`src/design/sss_map.svh`:
```
// Register addresses, field positions and timing counts for the spindle start-up block.
// Included by the serial slave and top design files and by the bench; holds definitions only.
`ifndef SSS_MAP_SVH
`define SSS_MAP_SVH

// Seven-bit serial register addresses
`define SSS_ADDR_SPIN_CTRL  7'h17
`define SSS_ADDR_STATUS     7'h3f
`define SSS_ADDR_PROBE      7'h47
`define SSS_ADDR_SYSCTRL    7'h4f
`define SSS_ADDR_CHIP_ID    7'h7f

// Spindle control fields
`define SSS_SC_STEP         0
`define SSS_SC_AUTO         1
`define SSS_SC_CRST         2
`define SSS_SC_RUN          3
`define SSS_SC_DRV          4
// Inductive probe fields
`define SSS_PR_ARM          3
`define SSS_PR_LO           4
`define SSS_PR_HI           5
// System control field
`define SSS_SY_DBL          4

// Serial frame layout, LSB first
`define SSS_FRAME_LAST      5'h0f
`define SSS_READ_START      5'h08
`define SSS_WC_POS          0
`define SSS_ADDR_LSB        1
`define SSS_ADDR_MSB        7
`define SSS_DATA_LSB        8
`define SSS_DATA_MSB        15

// Start-up timing in system clock periods
`define SSS_ALIGN_CYC       2560000
`define SSS_INCR_CYC        7680000
`define SSS_RESYNC_CYC      8400000
`define SSS_ZC_MIN_CYC      1000

// Sequencer phases 1 to 6
`define SSS_PHASE_FIRST     3'h1
`define SSS_PHASE_LAST      3'h6
`define SSS_READ_IDLE       8'h00

`endif

```
`src/design/sss_pkg.sv`:
```
// Types shared by the spindle start-up sequencer files.
// Assumes sss_map.svh supplies all numeric constants.
package sss_pkg;

  // Start-up sequencer states
  typedef enum logic [2:0] {
    SSS_IDLE,
    SSS_RESYNC,
    SSS_ALIGN,
    SSS_INCR,
    SSS_GO
  } sss_state_e;

  // Status byte, bit 7 first
  typedef struct packed {
    logic go_n;
    logic align_n;
    logic speed_in_window;
    logic bemf_blanking_view;
    logic fault;
    logic stall_detect_n;
    logic overtemp_warning_n;
    logic overtemp_shutdown_n;
  } sss_status_s;

  // One decoded serial write
  typedef struct packed {
    logic       stb;
    logic [6:0] addr;
    logic [7:0] data;
  } sss_write_s;

endpackage

```
`src/design/sss_interval_timer.sv`:
```
// One-shot down counter timing resync, align and increment intervals.
// Assumes load and count come from logic on mclk_i.
`timescale 1ns/1ps
`default_nettype none
module sss_interval_timer #(
  parameter int TW = 25
) (
  input  wire logic          mclk_i,
  input  wire logic          rst_n_i,
  input  wire logic          ce_i,
  input  wire logic          load_i,
  input  wire logic          abort_i,
  input  wire logic [TW-1:0] count_i,
  output logic               done_o
);

  logic [TW-1:0] cnt_q;
  logic          run_q;

  // Load takes count minus one so the interval spans exactly count cycles
  always_ff @(posedge mclk_i or negedge rst_n_i) begin
    if (!rst_n_i) begin
      cnt_q  <= '0;
      run_q  <= 1'b0;
      done_o <= 1'b0;
    end else if (ce_i) begin
      done_o <= 1'b0;
      if (abort_i) begin
        run_q <= 1'b0;
      end else if (load_i) begin
        cnt_q <= count_i - TW'(1);
        run_q <= 1'b1;
      end else if (run_q) begin
        if (cnt_q == '0) begin
          run_q  <= 1'b0;
          done_o <= 1'b1;
        end else begin
          cnt_q <= cnt_q - TW'(1);
        end
      end
    end
  end

endmodule
`default_nettype wire

```
`src/design/sss_serial_slave.sv`:
```
// Serial register port: 16-bit frames, write-control bit, address, data.
// Assumes clock, enable and data inputs already synchronised to mclk_i.
`timescale 1ns/1ps
`default_nettype none
module sss_serial_slave
  import sss_pkg::*;
(
  input  wire logic       mclk_i,
  input  wire logic       rst_n_i,
  input  wire logic       ce_i,
  input  wire logic       frame_en_i,
  input  wire logic       sclk_rise_i,
  input  wire logic       sclk_fall_i,
  input  wire logic       sdi_i,
  input  wire logic [7:0] rd_data_i,
  output logic [6:0]      rd_addr_o,
  output sss_write_s      wr_o,
  output logic            sdo_o,
  output logic            sdo_oe_o
);
`include "sss_map.svh"

  logic [4:0]  cnt_q;
  logic [15:0] sh_q;
  logic        load_q;
  logic        rd_act_q;
  logic [7:0]  out_q;

  assign rd_addr_o = sh_q[`SSS_ADDR_MSB:`SSS_ADDR_LSB];

  // Bits land at their frame position; write fires on the sixteenth rise
  always_ff @(posedge mclk_i or negedge rst_n_i) begin
    if (!rst_n_i) begin
      cnt_q  <= 5'h00;
      sh_q   <= 16'h0000;
      load_q <= 1'b0;
      wr_o   <= '0;
    end else if (ce_i) begin
      wr_o.stb <= 1'b0;
      load_q   <= 1'b0;
      if (!frame_en_i) begin
        cnt_q <= 5'h00;
      end else if (sclk_rise_i && cnt_q <= `SSS_FRAME_LAST) begin
        sh_q[cnt_q[3:0]] <= sdi_i;
        cnt_q            <= cnt_q + 5'h01;
        load_q           <= (cnt_q == `SSS_READ_START - 5'h01);
        if (cnt_q == `SSS_FRAME_LAST && !sh_q[`SSS_WC_POS]) begin
          wr_o.stb  <= 1'b1;
          wr_o.addr <= sh_q[`SSS_ADDR_MSB:`SSS_ADDR_LSB];
          wr_o.data <= {sdi_i, sh_q[`SSS_DATA_MSB-1:`SSS_DATA_LSB]};
        end
      end
    end
  end

  // Read byte captured once the address is complete; driven from the falling edge after bit 8
  always_ff @(posedge mclk_i or negedge rst_n_i) begin
    if (!rst_n_i) begin
      rd_act_q <= 1'b0;
      out_q    <= 8'h00;
      sdo_o    <= 1'b0;
      sdo_oe_o <= 1'b0;
    end else if (ce_i) begin
      if (!frame_en_i) begin
        rd_act_q <= 1'b0;
        sdo_oe_o <= 1'b0;
      end else if (load_q && sh_q[`SSS_WC_POS]) begin
        rd_act_q <= 1'b1;
        out_q    <= rd_data_i;
      end else if (rd_act_q && sclk_fall_i) begin
        sdo_oe_o <= 1'b1;
        sdo_o    <= out_q[0];
        out_q    <= {1'b0, out_q[7:1]};
      end
    end
  end

endmodule
`default_nettype wire

```
`src/design/sss_top.sv`:
```
// Spindle start-up sequencer with status flags and serial register port.
// Assumes analog comparators and the serial host sit outside the mclk_i domain.
//
// Summary of operation
// - Shutdown flag drops on 160C trip, spindle tristates, voice-coil retract starts.
// - While shut down, only serial reads work; flag recovers after 60C cooling.
// - Warning flag low above about 125C, recovers alone, triggers no action.
// - Stall flag low without back-EMF; spindle and voice-coil outputs tristate.
// - Fault flag high on rapid deceleration or fast zero-cross toggling; report only.
// - Blanking bit mirrors the back-EMF mask live, low while masked.
// - Speed bit high while speed error is within plus or minus 16us.
// - Bit 6 low during internal align, bit 7 low during internal go.
// - Status and identity registers read only, others write only; identity gives revision.
// - Auto launch with run and drive: wait resync, then align at phase 1.
// - Sequencer returns to phase 1 at power-on and on commutation reset.
// - After align time advance two to phase 3, after increment two more, go.
// - Align time 2.56M clocks, increment time 7.68M clocks.
// - Doubling bit doubles align and increment times.
// - Without auto launch, each step write from 0 to 1 advances one phase.
// - Zero-cross toggle output flips at every back-EMF zero crossing.
// - Probe arm presets coil sensing and turns toggle output into threshold flag.
// - Probe limit code selects .15V, .20V, .25V or .30V threshold.
// - Frame: write bit, seven-bit address, eight data bits, LSB first, 16 rises.
`timescale 1ns/1ps
`default_nettype none
`include "sss_map.svh"
module sss_top
  import sss_pkg::*;
#(
  parameter int         ALIGN_CYC  = `SSS_ALIGN_CYC,
  parameter int         INCR_CYC   = `SSS_INCR_CYC,
  parameter int         RESYNC_CYC = `SSS_RESYNC_CYC,
  parameter int         ZC_MIN_CYC = `SSS_ZC_MIN_CYC,
  parameter logic [7:0] DEVICE_REV = 8'h5a // Arbitrary revision value
) (
  input  wire logic       mclk_i,
  input  wire logic       rst_n_i,
  input  wire logic       ce_i,
  input  wire logic       power_good_n_i,
  input  wire logic       serial_frame_enable_i,
  input  wire logic       serial_clk_i,
  input  wire logic       serial_io_line_i,
  output logic            serial_io_line_o,
  output logic            serial_io_line_oe_o,
  input  wire logic       temp_trip_i,
  input  wire logic       temp_recovered_i,
  input  wire logic       temp_warn_i,
  input  wire logic       bemf_missing_i,
  input  wire logic       bemf_mask_n_i,
  input  wire logic       speed_ok_i,
  input  wire logic       decel_fast_i,
  input  wire logic       bemf_zc_i,
  input  wire logic       probe_hit_i,
  output logic [2:0]      phase_o,
  output logic            spindle_drive_en_o,
  output logic            vcm_drive_en_o,
  output logic            retract_start_o,
  output logic            zero_cross_toggle_o,
  output logic            probe_arm_o,
  output logic [1:0]      probe_limit_o,
  output logic            standby_o
);

  localparam int NSYNC = 13;
  localparam int TW    = 25;
  localparam int ZW    = 16;

  // Input bit order in the synchroniser bank
  localparam int I_PGOOD = 0;
  localparam int I_FRAME = 1;
  localparam int I_SCLK  = 2;
  localparam int I_SDI   = 3;
  localparam int I_TRIP  = 4;
  localparam int I_RECOV = 5;
  localparam int I_WARN  = 6;
  localparam int I_STALL = 7;
  localparam int I_MASKN = 8;
  localparam int I_SPEED = 9;
  localparam int I_DECEL = 10;
  localparam int I_ZC    = 11;
  localparam int I_PROBE = 12;

  // Wraps the phase around 1..6 after advancing one or two positions
  function automatic logic [2:0] sss_phase_add(input logic [2:0] ph, input logic [2:0] n);
    logic [3:0] sum;
    sum = {1'b0, ph} + {1'b0, n};
    if (sum > {1'b0, `SSS_PHASE_LAST}) begin
      sum = sum - {1'b0, `SSS_PHASE_LAST};
    end
    return sum[2:0];
  endfunction

  logic [NSYNC-1:0] pin_raw;
  logic [NSYNC-1:0] s1_q;
  logic [NSYNC-1:0] s2_q;
  logic [NSYNC-1:0] s3_q;
  logic [NSYNC-1:0] filt_q;
  logic [NSYNC-1:0] filt_prev_q;

  assign pin_raw = {probe_hit_i, bemf_zc_i, decel_fast_i, speed_ok_i, bemf_mask_n_i,
                    bemf_missing_i, temp_warn_i, temp_recovered_i, temp_trip_i,
                    serial_io_line_i, serial_clk_i, serial_frame_enable_i, power_good_n_i};

  // Three-stage synchroniser; a level counts once stages two and three agree
  genvar gi;
  generate
    for (gi = 0; gi < NSYNC; gi++) begin : g_sync
      always_ff @(posedge mclk_i or negedge rst_n_i) begin
        if (!rst_n_i) begin
          s1_q[gi]        <= 1'b0;
          s2_q[gi]        <= 1'b0;
          s3_q[gi]        <= 1'b0;
          filt_q[gi]      <= 1'b0;
          filt_prev_q[gi] <= 1'b0;
        end else if (ce_i) begin
          s1_q[gi]        <= pin_raw[gi];
          s2_q[gi]        <= s1_q[gi];
          s3_q[gi]        <= s2_q[gi];
          filt_prev_q[gi] <= filt_q[gi];
          if (s2_q[gi] == s3_q[gi]) begin
            filt_q[gi] <= s3_q[gi];
          end
        end
      end
    end
  endgenerate

  logic pgood;
  logic sclk_rise;
  logic sclk_fall;
  logic zc_evt;
  assign pgood     = filt_q[I_PGOOD];
  assign sclk_rise = filt_q[I_SCLK] & ~filt_prev_q[I_SCLK];
  assign sclk_fall = ~filt_q[I_SCLK] & filt_prev_q[I_SCLK];
  // Comparator flips at each crossing, so both edges are crossings
  assign zc_evt    = filt_q[I_ZC] ^ filt_prev_q[I_ZC];

  // Serial port
  sss_write_s  wr;
  logic [6:0]  rd_addr;
  logic [7:0]  rd_data;
  sss_status_s status;

  sss_serial_slave u_serial (
    .mclk_i      (mclk_i),
    .rst_n_i     (rst_n_i),
    .ce_i        (ce_i),
    .frame_en_i  (filt_q[I_FRAME]),
    .sclk_rise_i (sclk_rise),
    .sclk_fall_i (sclk_fall),
    .sdi_i       (filt_q[I_SDI]),
    .rd_data_i   (rd_data),
    .rd_addr_o   (rd_addr),
    .wr_o        (wr),
    .sdo_o       (serial_io_line_o),
    .sdo_oe_o    (serial_io_line_oe_o)
  );

  // Only status and identity answer reads; reading changes nothing
  always_comb begin
    unique case (rd_addr)
      `SSS_ADDR_STATUS:  rd_data = status;
      `SSS_ADDR_CHIP_ID: rd_data = DEVICE_REV;
      default:           rd_data = `SSS_READ_IDLE;
    endcase
  end

  // Thermal shutdown flag with hysteresis supplied by trip and recover levels
  logic shutdown_n_q;
  logic standby;
  always_ff @(posedge mclk_i or negedge rst_n_i) begin
    if (!rst_n_i) begin
      shutdown_n_q    <= 1'b1;
      retract_start_o <= 1'b0;
    end else if (ce_i) begin
      retract_start_o <= 1'b0;
      if (filt_q[I_TRIP]) begin
        shutdown_n_q    <= 1'b0;
        retract_start_o <= shutdown_n_q;
      end else if (filt_q[I_RECOV]) begin
        shutdown_n_q <= 1'b1;
      end
    end
  end
  assign standby = ~shutdown_n_q;

  // Write-only control registers; writes ignored in standby and cleared without power
  logic step_q, auto_q, crst_q, run_q, drv_q, arm_q, lim_lo_q, lim_hi_q, dbl_q;
  logic wr_ok, step_rise;
  assign wr_ok     = wr.stb & ~standby & pgood;
  assign step_rise = wr_ok & (wr.addr == `SSS_ADDR_SPIN_CTRL)
                   & wr.data[`SSS_SC_STEP] & ~step_q;
  always_ff @(posedge mclk_i or negedge rst_n_i) begin
    if (!rst_n_i) begin
      {step_q, auto_q, crst_q, run_q, drv_q} <= 5'h00;
      {arm_q, lim_lo_q, lim_hi_q, dbl_q}     <= 4'h0;
    end else if (ce_i) begin
      if (!pgood) begin
        {step_q, auto_q, crst_q, run_q, drv_q} <= 5'h00;
        {arm_q, lim_lo_q, lim_hi_q, dbl_q}     <= 4'h0;
      end else if (wr_ok) begin
        unique case (wr.addr)
          `SSS_ADDR_SPIN_CTRL: begin
            step_q <= wr.data[`SSS_SC_STEP];
            auto_q <= wr.data[`SSS_SC_AUTO];
            crst_q <= wr.data[`SSS_SC_CRST];
            run_q  <= wr.data[`SSS_SC_RUN];
            drv_q  <= wr.data[`SSS_SC_DRV];
          end
          `SSS_ADDR_PROBE: begin
            arm_q    <= wr.data[`SSS_PR_ARM];
            lim_lo_q <= wr.data[`SSS_PR_LO];
            lim_hi_q <= wr.data[`SSS_PR_HI];
          end
          `SSS_ADDR_SYSCTRL: dbl_q <= wr.data[`SSS_SY_DBL];
          default: ;
        endcase
      end
    end
  end

  // Start-up sequencer
  sss_state_e state_q;
  logic       launch_ok;
  logic       ext_stepped_q;
  logic       tmr_load;
  logic       tmr_done;
  logic [TW-1:0] tmr_count;
  logic [TW-1:0] align_len;
  logic [TW-1:0] incr_len;

  assign launch_ok = auto_q & run_q & drv_q & pgood & ~standby & ~filt_q[I_STALL];
  assign align_len = dbl_q ? TW'(ALIGN_CYC) << 1 : TW'(ALIGN_CYC);
  assign incr_len  = dbl_q ? TW'(INCR_CYC) << 1 : TW'(INCR_CYC);

  // Timer loads on entry to each timed state
  always_comb begin
    tmr_load  = 1'b0;
    tmr_count = TW'(RESYNC_CYC);
    unique case (state_q)
      SSS_IDLE:   tmr_load = launch_ok & ~ext_stepped_q;
      SSS_RESYNC: begin
        tmr_load  = tmr_done;
        tmr_count = align_len;
      end
      SSS_ALIGN:  begin
        tmr_load  = tmr_done;
        tmr_count = incr_len;
      end
      SSS_INCR:   tmr_load = 1'b0;
      SSS_GO:     tmr_load = 1'b0;
    endcase
  end

  sss_interval_timer #(
    .TW (TW)
  ) u_timer (
    .mclk_i  (mclk_i),
    .rst_n_i (rst_n_i),
    .ce_i    (ce_i),
    .load_i  (tmr_load),
    .abort_i (~launch_ok),
    .count_i (tmr_count),
    .done_o  (tmr_done)
  );

  // Auto launch after host stepping jumps straight to zero-crossing control
  always_ff @(posedge mclk_i or negedge rst_n_i) begin
    if (!rst_n_i) begin
      state_q <= SSS_IDLE;
    end else if (ce_i) begin
      if (!launch_ok) begin
        state_q <= SSS_IDLE;
      end else begin
        unique case (state_q)
          SSS_IDLE:   state_q <= ext_stepped_q ? SSS_GO : SSS_RESYNC;
          SSS_RESYNC: if (tmr_done) state_q <= SSS_ALIGN;
          SSS_ALIGN:  if (tmr_done) state_q <= SSS_INCR;
          SSS_INCR:   if (tmr_done) state_q <= SSS_GO;
          SSS_GO:     state_q <= SSS_GO;
        endcase
      end
    end
  end

  // Remembers host stepping so a later hand-over skips the internal start-up
  // A step in the same cycle as a clear wins, so no host step is forgotten
  always_ff @(posedge mclk_i or negedge rst_n_i) begin
    if (!rst_n_i) begin
      ext_stepped_q <= 1'b0;
    end else if (ce_i) begin
      if (step_rise && !auto_q) begin
        ext_stepped_q <= 1'b1;
      end else if (!pgood || !run_q || crst_q) begin
        ext_stepped_q <= 1'b0;
      end
    end
  end

  // Phase register; held at phase 1 without power or while reset is written
  logic [2:0] phase_q;
  always_ff @(posedge mclk_i or negedge rst_n_i) begin
    if (!rst_n_i) begin
      phase_q <= `SSS_PHASE_FIRST;
    end else if (ce_i) begin
      if (!pgood || crst_q) begin
        phase_q <= `SSS_PHASE_FIRST;
      end else if (standby) begin
        phase_q <= phase_q;
      end else if (launch_ok && (state_q == SSS_ALIGN || state_q == SSS_INCR) && tmr_done) begin
        phase_q <= sss_phase_add(phase_q, 3'h2);
      end else if (launch_ok && state_q == SSS_GO && zc_evt) begin
        phase_q <= sss_phase_add(phase_q, 3'h1);
      end else if (!auto_q && step_rise) begin
        phase_q <= sss_phase_add(phase_q, 3'h1);
      end
    end
  end
  assign phase_o = phase_q;

  // Crossing spacing check for the fault flag; counter saturates
  logic [ZW-1:0] zc_gap_q;
  logic          fast_zc_q;
  logic          zc_tog_q;
  always_ff @(posedge mclk_i or negedge rst_n_i) begin
    if (!rst_n_i) begin
      zc_gap_q  <= '0;
      fast_zc_q <= 1'b0;
      zc_tog_q  <= 1'b0;
    end else if (ce_i) begin
      if (zc_evt) begin
        fast_zc_q <= (zc_gap_q < ZW'(ZC_MIN_CYC));
        zc_gap_q  <= '0;
        zc_tog_q  <= ~zc_tog_q;
      end else if (zc_gap_q != '1) begin
        zc_gap_q <= zc_gap_q + ZW'(1);
      end
    end
  end

  // Status flags follow their sources; nothing here is sticky
  always_comb begin
    status.overtemp_shutdown_n = shutdown_n_q;
    status.overtemp_warning_n  = ~filt_q[I_WARN];
    status.stall_detect_n      = ~filt_q[I_STALL];
    status.fault               = filt_q[I_DECEL] | fast_zc_q;
    status.bemf_blanking_view  = filt_q[I_MASKN];
    status.speed_in_window     = filt_q[I_SPEED];
    status.align_n             = ~(state_q == SSS_ALIGN || state_q == SSS_INCR);
    status.go_n                = ~(state_q == SSS_GO);
  end

  // Registered drive and pin outputs
  always_ff @(posedge mclk_i or negedge rst_n_i) begin
    if (!rst_n_i) begin
      spindle_drive_en_o  <= 1'b0;
      vcm_drive_en_o      <= 1'b0;
      zero_cross_toggle_o <= 1'b0;
      probe_arm_o         <= 1'b0;
      probe_limit_o       <= 2'h0;
      standby_o           <= 1'b0;
    end else if (ce_i) begin
      spindle_drive_en_o  <= run_q & drv_q & pgood & shutdown_n_q & ~filt_q[I_STALL];
      vcm_drive_en_o      <= pgood & ~filt_q[I_STALL];
      zero_cross_toggle_o <= arm_q ? filt_q[I_PROBE] : zc_tog_q;
      probe_arm_o         <= arm_q & ~standby;
      probe_limit_o       <= {lim_hi_q, lim_lo_q};
      standby_o           <= standby;
    end
  end

endmodule
`default_nettype wire

```
`config.mk`:
```
export PLATFORM = sky130hd
export DESIGN_NAME = sss_top
export DESIGN_NICKNAME = d
export VERILOG_FILES = /design/src/design/sss_pkg.sv /design/src/design/sss_interval_timer.sv /design/src/design/sss_serial_slave.sv /design/src/design/sss_top.sv
export VERILOG_INCLUDE_DIRS = /design/src /design/src/design
export SDC_FILE = /design/constraint.sdc
export NUM_CORES = 1
export LEC_CHECK = 0
export BUFFER_PORTS_ARGS = -buffer_cell sky130_fd_sc_hd__buf_2
export CAP_MARGIN = 20
export CORE_ASPECT_RATIO = 0.75
export CORE_MARGIN = 1
export CORE_UTILIZATION = 60
export DETAILED_ROUTE_END_ITERATION = 10
export GPL_ROUTABILITY_DRIVEN = 0
export GPL_TIMING_DRIVEN = 1
export PLACE_DENSITY_LB_ADDON = 0.25
export SLEW_MARGIN = 20
export SYNTH_ARGS = -nofsm -noshare
export SYNTH_HDL_FRONTEND = slang
export SYNTH_HIERARCHICAL = 1
export SYNTH_SLANG_ARGS = --single-unit
```
`constraint.sdc`:
```
create_clock -name mclk_i -period 5.7 [get_ports mclk_i]
set_input_delay 1.14 -clock mclk_i [delete_from_list [all_inputs] [get_ports mclk_i]]
set_output_delay 1.14 -clock mclk_i [all_outputs]
set_load 0.01 [all_outputs]
```
# Word-level counts from Yosys, hierarchy flattened
# Cells that the tools add are included.
# totals
wordCells,313
latchBits,0
n_memories,0
ramBits,0
in_bits,16
output_inout_bits,13
mem_bits_ro,0
ff_bits,173
# classes
mul,0
order_cmp,6
reduce_logical,59
div_mod_pow,0
n_mux,81
add_sub_neg,8
shifts,0
bitwise,32
n_eq_ne,37
# op_table
operator,n
$mux W16,5
$mux W25,3
$mux W1,49
$pmux W24 S2,1
$reduce_and A2 Y1,19
$mux W3,12
$logic_not A25 Y1,1
$sub A24 B1 Y25 const B,1
$sub A25 B1 Y25 const B,1
$mux W24,1
$mux W23,1
$eq A7 B7 Y1 const B,3
$reduce_and A3 Y1,7
$and A1 B1 Y1,19
$add A16 B1 Y16 const B,1
$bwmux W16,1
$lt A16 B10 Y1 const B,1
$mux W8,2
$ne A16 B16 Y1 const B,1
$pmux W8 S2,1
$reduce_and A4 Y1,4
$pmux W3 S5,1
$ne A2 B1 Y1 const B,7
$eq A1 B1 Y1,13
30 further kinds,68

# Logic depth before layout (Yosys ltp)
# Gate-level depths: netlist of run 1.
# logic_depth
depth_word,11
mapped_depth,18
depth_no_buf,12

# By module
# Netlist of run 1, hierarchy kept.
# modules_own_cells
mod,seq_area_each_um2,area_each_um2,cells_per_inst,n_inst
sss_top,2429.8,4665.7,463,1
sss_serial_slave,1201.2,2283.4,187,1
sss_interval_timer,675.6,2258.4,278,1

# Least setup slack after synthesis of run 1
# Ideal clock, no wire load.
# synth_timing
path_kind,reg2reg
start,register shutdown_n_q
end,register u_timer.cnt_q[18]
path_slack_ns,1.069
path_stages_with_launch,18
required_time_ns,5.569
synth_period_minus_slack_ns,4.631
n_path_buf,6
arrival_time_ns,4.500
setup_time_ns,0.131
cell_sequence,dfstp_2 > buf_2 > nand4b_1 > nor2_1 > inv_1 > o31ai_1 > buf_6 > buf_2 > buf_2 > buf_1 > buf_1 > mux2i_1 > ha_1 > o221a_1 > nand3_1 > a2111o_1 > mux2i_1 > o211ai_2
# synth_between
elab_chain_cells,6
word_cells_on_any_way,8
classes_between,1 x eq/ne; 2 x mux; 3 x bitwise; 2 x reduce/logical
# synth_lines
element,line,text
"start, declared",sss_top.sv:169,logic shutdown_n_q;
"start signal, assigned",sss_top.sv:173,shutdown_n_q <= 1'b1;
"start signal, assigned",sss_top.sv:178,shutdown_n_q <= 1'b0;
"start signal, assigned",sss_top.sv:181,shutdown_n_q <= 1'b1;
$and A1 B1 Y1 (*) (2 in a row),sss_top.sv:232,assign launch_ok = auto_q & run_q & drv_q & pgood & ~standby & ~filt_q[I_STALL];
$and A1 B1 Y1 (*),sss_top.sv:241,SSS_IDLE: tmr_load = launch_ok & ~ext_stepped_q;
$pmux W1 S3 (*),sss_top.sv:240,unique case (state_q)
named net tmr_load,sss_top.sv:226,logic tmr_load;
$ne A2 B2 Y1 (no source line) or $reduce_bool A2 Y1 (tied branches),--,
$reduce_and A4 Y1 (no source line),--,
"end signal, assigned",sss_interval_timer.sv:31,cnt_q <= count_i - TW'(1);
"end signal, assigned",sss_interval_timer.sv:38,cnt_q <= cnt_q - TW'(1);
"end, declared",sss_interval_timer.sv:17,logic [TW-1:0] cnt_q;
# Mark *: on every way through the listed nets, which the timed path passes. The rest lies on a longest branch.
# A chain may end at the register's enable or synchronous reset.

# Final worst setup path of run 1
# layout_timing
start,register filt_q[0] (netlist: pgood)
end,register u_timer.cnt_q[18]
# layout_between
elab_chain_cells,7
word_cells_on_any_way,9
classes_between,1 x eq/ne; 2 x mux; 4 x bitwise; 2 x reduce/logical
# layout_lines
element,line,text
"start, declared",sss_top.sv:97,logic [NSYNC-1:0] filt_q;
"start signal, assigned by index",sss_top.sv:121,filt_q[gi] <= s3_q[gi];
$and A1 B1 Y1 (*) (3 in a row),sss_top.sv:232,
$and A1 B1 Y1 (*),sss_top.sv:241,
$pmux W1 S3 (*),sss_top.sv:240,
named net tmr_load,sss_top.sv:226,
$ne A2 B2 Y1 (no source line) or $reduce_bool A2 Y1 (tied branches),--,
$reduce_and A4 Y1 (no source line),--,
# Marks and branches as above.

==> out/results.ini, run 1 <==
[status]
status=finished clean

[drt]
met2WireLength_mm=8.474
routed_wl_mm=19.55
wl_per_cell_um=16.81
via_per_inst=6.002
wl_met1_mm=9.769
dr_total_vias=6980
drt_pass1_iterations=6
drc=0
drtIter0Drc=652
wl_met3_mm=1.124
highest_layer=met4
ant_nets=0

[timing]
finalCritPeriodShare=0.7299
finalSetupViolCount=0
slew_headroom=0.3351
fmax_mhz=240.3
rsz0062_at_grt=no
fin_crit_ns=4.161
fin_setup_tns_ns=0
worstMarginPinSlew_ns=0.9973
finalHoldViolCount=0
slew_viol_final=0
clock_skew_ns=0.008607

[worst_setup_path]
arrival_ns=4.46
r2r-start=pgood
path_class=reg -> reg
critical_path_peak_fanout=50
rrSetupSlack_ns=1.54
worstPathRequired_ns=6.00
rr_endpoint=u_timer/cnt_q[18]
cp_slowest_cell=dfrtp_1
cp-end-kind=flop
slowest_delay_ns=0.62
rr_worst_depth=11
cp.buffers_inverters=2
cp_top_family=compound AO/OA/AOI/OAI gates
crit_chain=nand4b_1, nor2_1, inv_1, o31ai_4, buf_4, or3b_1, a222oi_1, nand3_1, a2111o_1, mux2i_1, o211ai_2
worstSetupStartpointType=flop

[clock_network]
path_clk_slew_ns=0.07
cts.sinks=169
cts_hold_buf=0
clk_latency_ns=0.43
clockBufferDepth=2
cts-root-buf=clkbuf_16
cts_tree=yes
htree_levels=4
numCtsBuffers=17
post_cts_buffers=0
cts_resized=0

[synth]
synth_area_um2=9092
yosys_warnings=6
avgSynthCellArea_um2=9.872
syn_inst=921

[pwr]
irDropWorstVdd_mv=0.1936
power_density_nw_per_um2=307.9
leakagePower_uw=0.004483
total_power_uw=3058

[placement]
post-dp-hpwl_mm=13.17
io_buffers=28

[floorplanning]
dieArea_um2=15660
rows=38
die_w_um=144.1
core_um2=14640
ios=29
start_util=0.6209
die_y_um=108.6

[min_path]
holdPathEnd=zc_tog_q
min_from=zc_tog_q
hold_path_class=reg -> reg
whs_path_depth=1

[cells_and_area]
num_antenna_cells=0
multi_input_area_um2=4549
final_util=0.6781
fin_nets=977
drive_gt1_frac=0.1703
register_area_um2=4232
syn2layout_area_growth_pct=9.220
num-fill-cells=1167

[grt]
overflow=0
gr-usage-all-layers=0.2739
antenna_found_initial=0
grt_pass1_vias=6403
grt_pass1_wl_mm=32.96
grt_max_degree=90

[flow_run]
drv_cap=0

==> cells in the final DEF (no fill, tap or decap), types with 22 or more instances in the layout <==
cell     count
a21oi_1     49
nor3_1      34
mux2_2      60
mux2i_1     22
xor2_1      24
nor2_1      70
o21ai_0     77
nand3_1     25
conb_1      27
buf_2       26
nand2_1     71
inv_1       37
dfrtp_1    167
==> area by class of cell <==
| cell class | instances | area share |
|---|---|---|
| Inverter | 39 | 0.01474 |
| Sequential cell | 169 | 0.4261 |
| Tap cell | 200 | 0.02520 |
| Clock buffer | 19 | 0.04460 |
| Multi-Input combinational cell | 689 | 0.4581 |
| Timing Repair Buffer | 34 | 0.01953 |
| Clock inverter | 13 | 0.01172 |
==> registers in the layout, indices dropped and copies added (netlist names), 2 cells and up <==
register,cells
u_serial/sh_q,14
phase_o,3
u_serial/wr_o,14
filt_prev_q,2
s2_q,13
filt_q,12
probe_limit_o,2
s1_q,13
u_serial/cnt_q,5
zc_gap_q,16
u_serial/out_q,8
state_q,3
u_timer/cnt_q,25
s3_q,13
==> metrics by stage <==
stage | hold slack [ns] | area, um^2 | instances | setup WS [ns]
after floorplan | 0.4260 | 9190 | 947 | 1.069
after global placement | 0.4500 | 9365 | 1131 | 1.895
after detailed placement | 0.4566 | 9365 | 1131 | 1.684
after CTS | 0.4662 | 9925 | 1163 | 1.627
after global routing | 0.4774 | 9931 | 1163 | 1.212
final | 0.4644 | 9931 | 1163 | 1.539
==> metal layers <==
metal,vias up,global-route usage
met5,-,0
met1,3397,0.4247
met4,0,0.07368
li1,3332,-
met3,17,0.05621
met2,234,0.3879
==> worst max-delay path by stage <==
stage            startpoint                end  slack (ns)  cells after the start
2_1_floorplan  shutdown_n_q  u_timer/cnt_q[18]        1.07                     17
3_3_place_gp          pgood  u_timer/cnt_q[18]        1.90                     11
3_5_place_dp          pgood  u_timer/cnt_q[21]        1.68                     11
4_1_cts               pgood  u_timer/cnt_q[19]        1.63                     11
5_1_grt               pgood  u_timer/cnt_q[17]        1.21                     11
6_report              pgood  u_timer/cnt_q[18]        1.54                     11
==> power by group <==
group / leakage (uW) / internal, uW / total [uW] / switching (uW)
logic: 0.00202 / 190 / 454 / 264
registers: 0.00220 / 1340 / 1510 / 165
clock network: 0.000265 / 581 / 1100 / 515
Power figures use the tool's default switching activity.
==> run 2, diff against run 1 <==
==> constraint.sdc (replaced) <==
create_clock -name mclk_i -period 3.9 [get_ports mclk_i]
set_input_delay 0.78 -clock mclk_i [delete_from_list [all_inputs] [get_ports mclk_i]]
set_output_delay 0.78 -clock mclk_i [all_outputs]
set_load 0.01 [all_outputs]
==> run 2 against run 1 <==
Compared with the run above: global-route usage grew 0.19 points; total power grew 48%; sequential cell count is the same; clock skew grew 0.0013 ns; final area grew 1.3%; sequential power grew 44%; worst hold slack lost 0.12 ns.
==> out/results.ini, run 2 (synthesis gave the netlist of run 1 again) <==
[worst_setup_path]
cp.buffers_inverters=2
slowest_delay_ns=0.53
cp_top_family=compound AO/OA/AOI/OAI gates
cp-end-kind=flop
path_class=reg -> reg
worstPathRequired_ns=4.21
critical_path_peak_fanout=40
worstSetupStartpointType=flop
crit_chain=nand4b_1, nor2_2, inv_2, o31ai_4, buf_12, or3b_1, a222oi_1, nand3_1, a2111o_1, mux2i_1, o211ai_2
arrival_ns=3.89
cp_slowest_cell=dfstp_2

[drt]
ant_nets=0
drt_pass1_iterations=5
via_per_inst=6.001
drc=0
routed_wl_mm=19.83
drtIter0Drc=564
wl_per_cell_um=16.92
dr_total_vias=7033

[status]
status=finished clean

[pwr]
p_int_uw=3138
irDropWorstVdd_mv=0.3826
power_switching_uw=1390
p_sw_frac=0.3071
pwr-share-comb=0.160
power_density_nw_per_um2=450.2
clock_power_share=0.360
total_power_uw=4528
seqPwrFrac=0.480
leakagePower_uw=0.004552

[clock_network]
path_clk_slew_ns=0.07
numCtsBuffers=17
clk_latency_ns=0.44
cts.sinks=169
htree_levels=4
clockBufferDepth=2
cts_tree=yes
cts_hold_buf=0
post_cts_buffers=0
cts-root-buf=clkbuf_16

[cells_and_area]
largest_reg_flops=25
drive_gt1_frac=0.1831
layout_commonest_cell=dfrtp_1
num_antenna_cells=0
fin_cells=1172
num-fill-cells=1159
fin_nets=986
mostFrequentLayoutCells=167 x dfrtp_1, 77 x o21ai_0, 71 x nand2_1, 69 x nor2_1, 60 x mux2_2
syn2layout_area_growth_pct=10.62
regMostFlops=u_timer/cnt_q
reg_top3=u_timer/cnt_q (25), zc_gap_q (16)

[timing]
rsz0062_at_grt=no
worstMarginPinSlew_ns=1.047
fin_crit_ns=3.580
slew_headroom=0.3017
slew_viol_final=0
fin_setup_tns_ns=0
clock_skew_ns=0.009871
finalHoldViolCount=0
fmax_mhz=279.3
finalCritPeriodShare=0.9180
finalSetupViolCount=0
hold_slack_ns=0.3467

[flow_run]
drv_cap=0

[placement]
post-dp-hpwl_mm=13.36
io_buffers=28
place_inst=1140

[floorplanning]
die_y_um=108.6
dieArea_um2=15660
start_util=0.6209
die_w_um=144.1
ios=29
core_um2=14640
rows=38

[grt]
grt_max_degree=74
antenna_found_initial=0
grt_pass1_wl_mm=33.17
grt_pass1_vias=6426
overflow=0
gr-usage-all-layers=0.2758

[min_path]
hold_path_class=in -> async

-- run 2: path summary, 6_finish.rpt --
check | start | end | slack [ns] | cells past startpoint
max | shutdown_n_q | u_timer/cnt_q[18] | 0.32 | 11
min | rst_n_i | s2_q[0] | 0.35 | 1
max reg2reg | shutdown_n_q | u_timer/cnt_q[18] | 0.32 | 11
min reg2reg | zc_tog_q | zc_tog_q | 0.47 | 1
max in group asynchronous | rst_n_i | u_serial/out_q[6] | 2.69 | 2
min in group mclk_i | zc_tog_q | zc_tog_q | 0.47 | 1
-- run 2: worst register-to-register path: cells and delay by family (launching register included) --
family | cells | cell delay (ns)
muxes | 1 | 0.20
buffers and inverters | 2 | 0.35
DFF | 1 | 0.53
AOI/OAI and AO/OA | 4 | 1.33
and+or+nand+nor | 4 | 1.05
-- run 2: repair_timing --
action	CTS	global route
endpoints found under the hold margin	0	0
gates resized for setup	0	2
endpoints found under the setup margin	0	3
-- run 2: metal layers --
metal	track usage	share of wire
met5	0	0
met3	0.05094	0.055
met2	0.3906	0.43
met1	0.4215	0.50
met4	0.1000	0.014
-- run 2: area by class of cell --
type	count	area, um^2	share of cell area
inverter	39	146.4	0.01455
timing repair buffer	43	299.0	0.02973
tap	200	250.2	0.02488
multi-input combinational	689	4556	0.4529
clock inverter	12	108.9	0.01082
sequential	169	4232	0.4207
clock buffer	20	466.7	0.04640
-- run 2: power groups by stage --
stage / clock network (uW) / logic (uW) / registers, uW
2_1_floorplan: 0 / 539 / 2130
3_3_place_gp: 0 / 691 / 2190
3_5_place_dp: 0 / 716 / 2200
4_1_cts: 1660 / 727 / 2170
5_1_grt: 1720 / 817 / 2210
6_report: 1630 / 724 / 2170
-- run 2: through the flow --
step | setup slack [ns] | util | area [um^2]
floorplan | 0.03045 | - | 9221
global placement | 0.4293 | 0.6465 | 9468
detailed placement | 0.2677 | 0.6465 | 9468
CTS | 0.2598 | 0.6858 | 10040
global route | 0.02793 | 0.6869 | 10060
finish | 0.3199 | 0.6869 | 10060
==> run 3, diff against run 2 <==
--- a/config.mk
+++ b/config.mk
@@ -14,7 +14,8 @@
 export DETAILED_ROUTE_END_ITERATION = 10
 export GPL_ROUTABILITY_DRIVEN = 0
 export GPL_TIMING_DRIVEN = 1
-export PLACE_DENSITY_LB_ADDON = 0.25
+export PLACE_DENSITY = 0.76
+export SKIP_CTS_REPAIR_TIMING = 1
 export SLEW_MARGIN = 20
 export SYNTH_ARGS = -nofsm -noshare
 export SYNTH_HDL_FRONTEND = slang
==> constraint.sdc (replaced) <==
create_clock -name mclk_i -period 3.9 [get_ports mclk_i]
set_input_delay 0.39 -clock mclk_i [delete_from_list [all_inputs] [get_ports mclk_i]]
set_output_delay 0.39 -clock mclk_i [all_outputs]
set_load 0.01 [all_outputs]
==> run 3 against run 2 <==
Compared with the run above: first-iteration DRC count rose by 13%; critical path depth stayed put; wire length is 1.3% lower; worst hold slack got worse by 0.35 ns; combinational power decreased by 0.7%; fmax shrank 0.64%; final area about the same; the run now ends with negative hold slack left; via count is 0.88% lower; critical path type unchanged; largest cell class unchanged; sequential share of layout area is essentially flat.
==> out/results.ini, run 3 (synthesis gave the netlist of run 1 again) <==
[clock_network]
cts.sinks=169
path_clk_slew_ns=0.07
cts_tree=yes
cts-root-buf=clkbuf_16
htree_levels=4
clk_latency_ns=0.44
clockBufferDepth=2
numCtsBuffers=17

[cells_and_area]
largest_reg_flops=25
syn2layout_area_growth_pct=10.55
fin_nets=986
num-fill-cells=1146
drive_gt1_frac=0.1831
regMostFlops=u_timer/cnt_q
num_antenna_cells=0
mostFrequentLayoutCells=167 x dfrtp_1, 77 x o21ai_0, 71 x nand2_1, 69 x nor2_1, 60 x mux2_2
layout_commonest_cell=dfrtp_1
reg_top3=u_timer/cnt_q (25), zc_gap_q (16)

[drt]
via_per_inst=5.948
drt_pass1_iterations=5
ant_nets=0
routed_wl_mm=19.58
drc=0
drtIter0Drc=639
dr_total_vias=6971
wl_per_cell_um=16.71

[floorplanning]
dieArea_um2=15660
ios=29
die_w_um=144.1
rows=38
core_um2=14640
start_util=0.6209
die_y_um=108.6

[worst_setup_path]
startpoint=shutdown_n_q
cp_common_cell=nand4b_1
worstPathRequired_ns=4.25
cp-end-kind=flop
slowest_delay_ns=0.54
crit_chain=nand4b_1, nor2_2, inv_2, o31ai_4, buf_12, nor4b_1, o221ai_1, nor3_2, nand4b_1, xor2_1, o211ai_1
critical_path_peak_fanout=44
path_class=reg -> reg
cp_slowest_cell=dfstp_2
r2r-start=shutdown_n_q
arrival_ns=3.96
worstSetupStartpointType=flop

[timing]
slew_headroom=0.3373
finalSetupViolCount=0
fmax_mhz=277.5
fin_crit_ns=3.603
rsz0062_at_grt=no
worstMarginPinSlew_ns=0.9940
finalHoldViolCount=1
fin_setup_tns_ns=0
slew_viol_final=0
hold_slack_ns=-0.005068
finalCritPeriodShare=0.9239
clock_skew_ns=0.01043

[pwr]
irDropWorstVdd_mv=0.3661
power_density_nw_per_um2=453.7
leakagePower_uw=0.004549

[min_path]
hold_path_class=in -> async

[placement]
post-dp-hpwl_mm=13.28
io_buffers=28

[flow_run]
drv_cap=0

[grt]
grt_max_degree=84
grt_pass1_vias=6541
gr-usage-all-layers=0.2758
grt_pass1_wl_mm=33.13
overflow=0
antenna_found_initial=0

[status]
failed_checks=negative hold slack
status=complete, but fails checks

==> run 3: path summary, 6_finish.rpt <==
path                                endpoint  slack (ns)  cells past startpoint
max                        u_timer/cnt_q[23]        0.30                     11
min                                  s3_q[0]      -0.005                      1
max reg2reg                u_timer/cnt_q[23]        0.30                     11
min reg2reg                         lim_hi_q        0.49                      2
max in group asynchronous         phase_o[0]        3.00                      2
min in group mclk_i                  s1_q[5]        0.17                      2
==> run 3: per-stage QoR <==
stage	area [um^2]	cells	power [uW]	worst slack [ns]	utilization
after floorplan	9221	947	2673	0.03045	-
after global placement	9455	1140	2874	0.5010	0.6457
after detailed placement	9455	1140	2918	0.2389	0.6457
after CTS	10050	1172	4593	0.1998	0.6861
after global routing	10050	1172	4788	0.02593	0.6864
final	10050	1172	4560	0.2967	0.6864
==> run 3: final cells by class <==
type	count	area, um^2	area share
inverters	39	146.4	0.01456
repair buffers	43	286.5	0.02850
clock inverters	14	152.6	0.01519
well taps	200	250.2	0.02489
flip-flops and latches	169	4232	0.4210
multi-input cells	689	4546	0.4522
clock buffers	18	439.2	0.04369
==> run 3: per-layer routing <==
layer	vias up	global-route usage	share of wire
li1	3358	-	-
met1	3382	0.4187	0.51
met2	209	0.3951	0.43
met3	22	0.06412	0.048
met4	0	0.07444	0.011
met5	-	0	0
==> run 3: power breakdown <==
group          switching, uW  leakage, uW  total (uW)  internal (uW)
Sequential               211      0.00220        2170           1960
Clock                    798     0.000284        1670            872
Combinational            428      0.00206         719            291
Total                   1440      0.00455        4560           3120
==> run 3: critical path, delay by kind of cell (launching register included) <==
family | cells | cell delay [ns]
simple gates | 5 | 1.40
flops | 1 | 0.54
buf+inv | 2 | 0.37
xor+xnor | 1 | 0.22
compound gates | 3 | 0.98
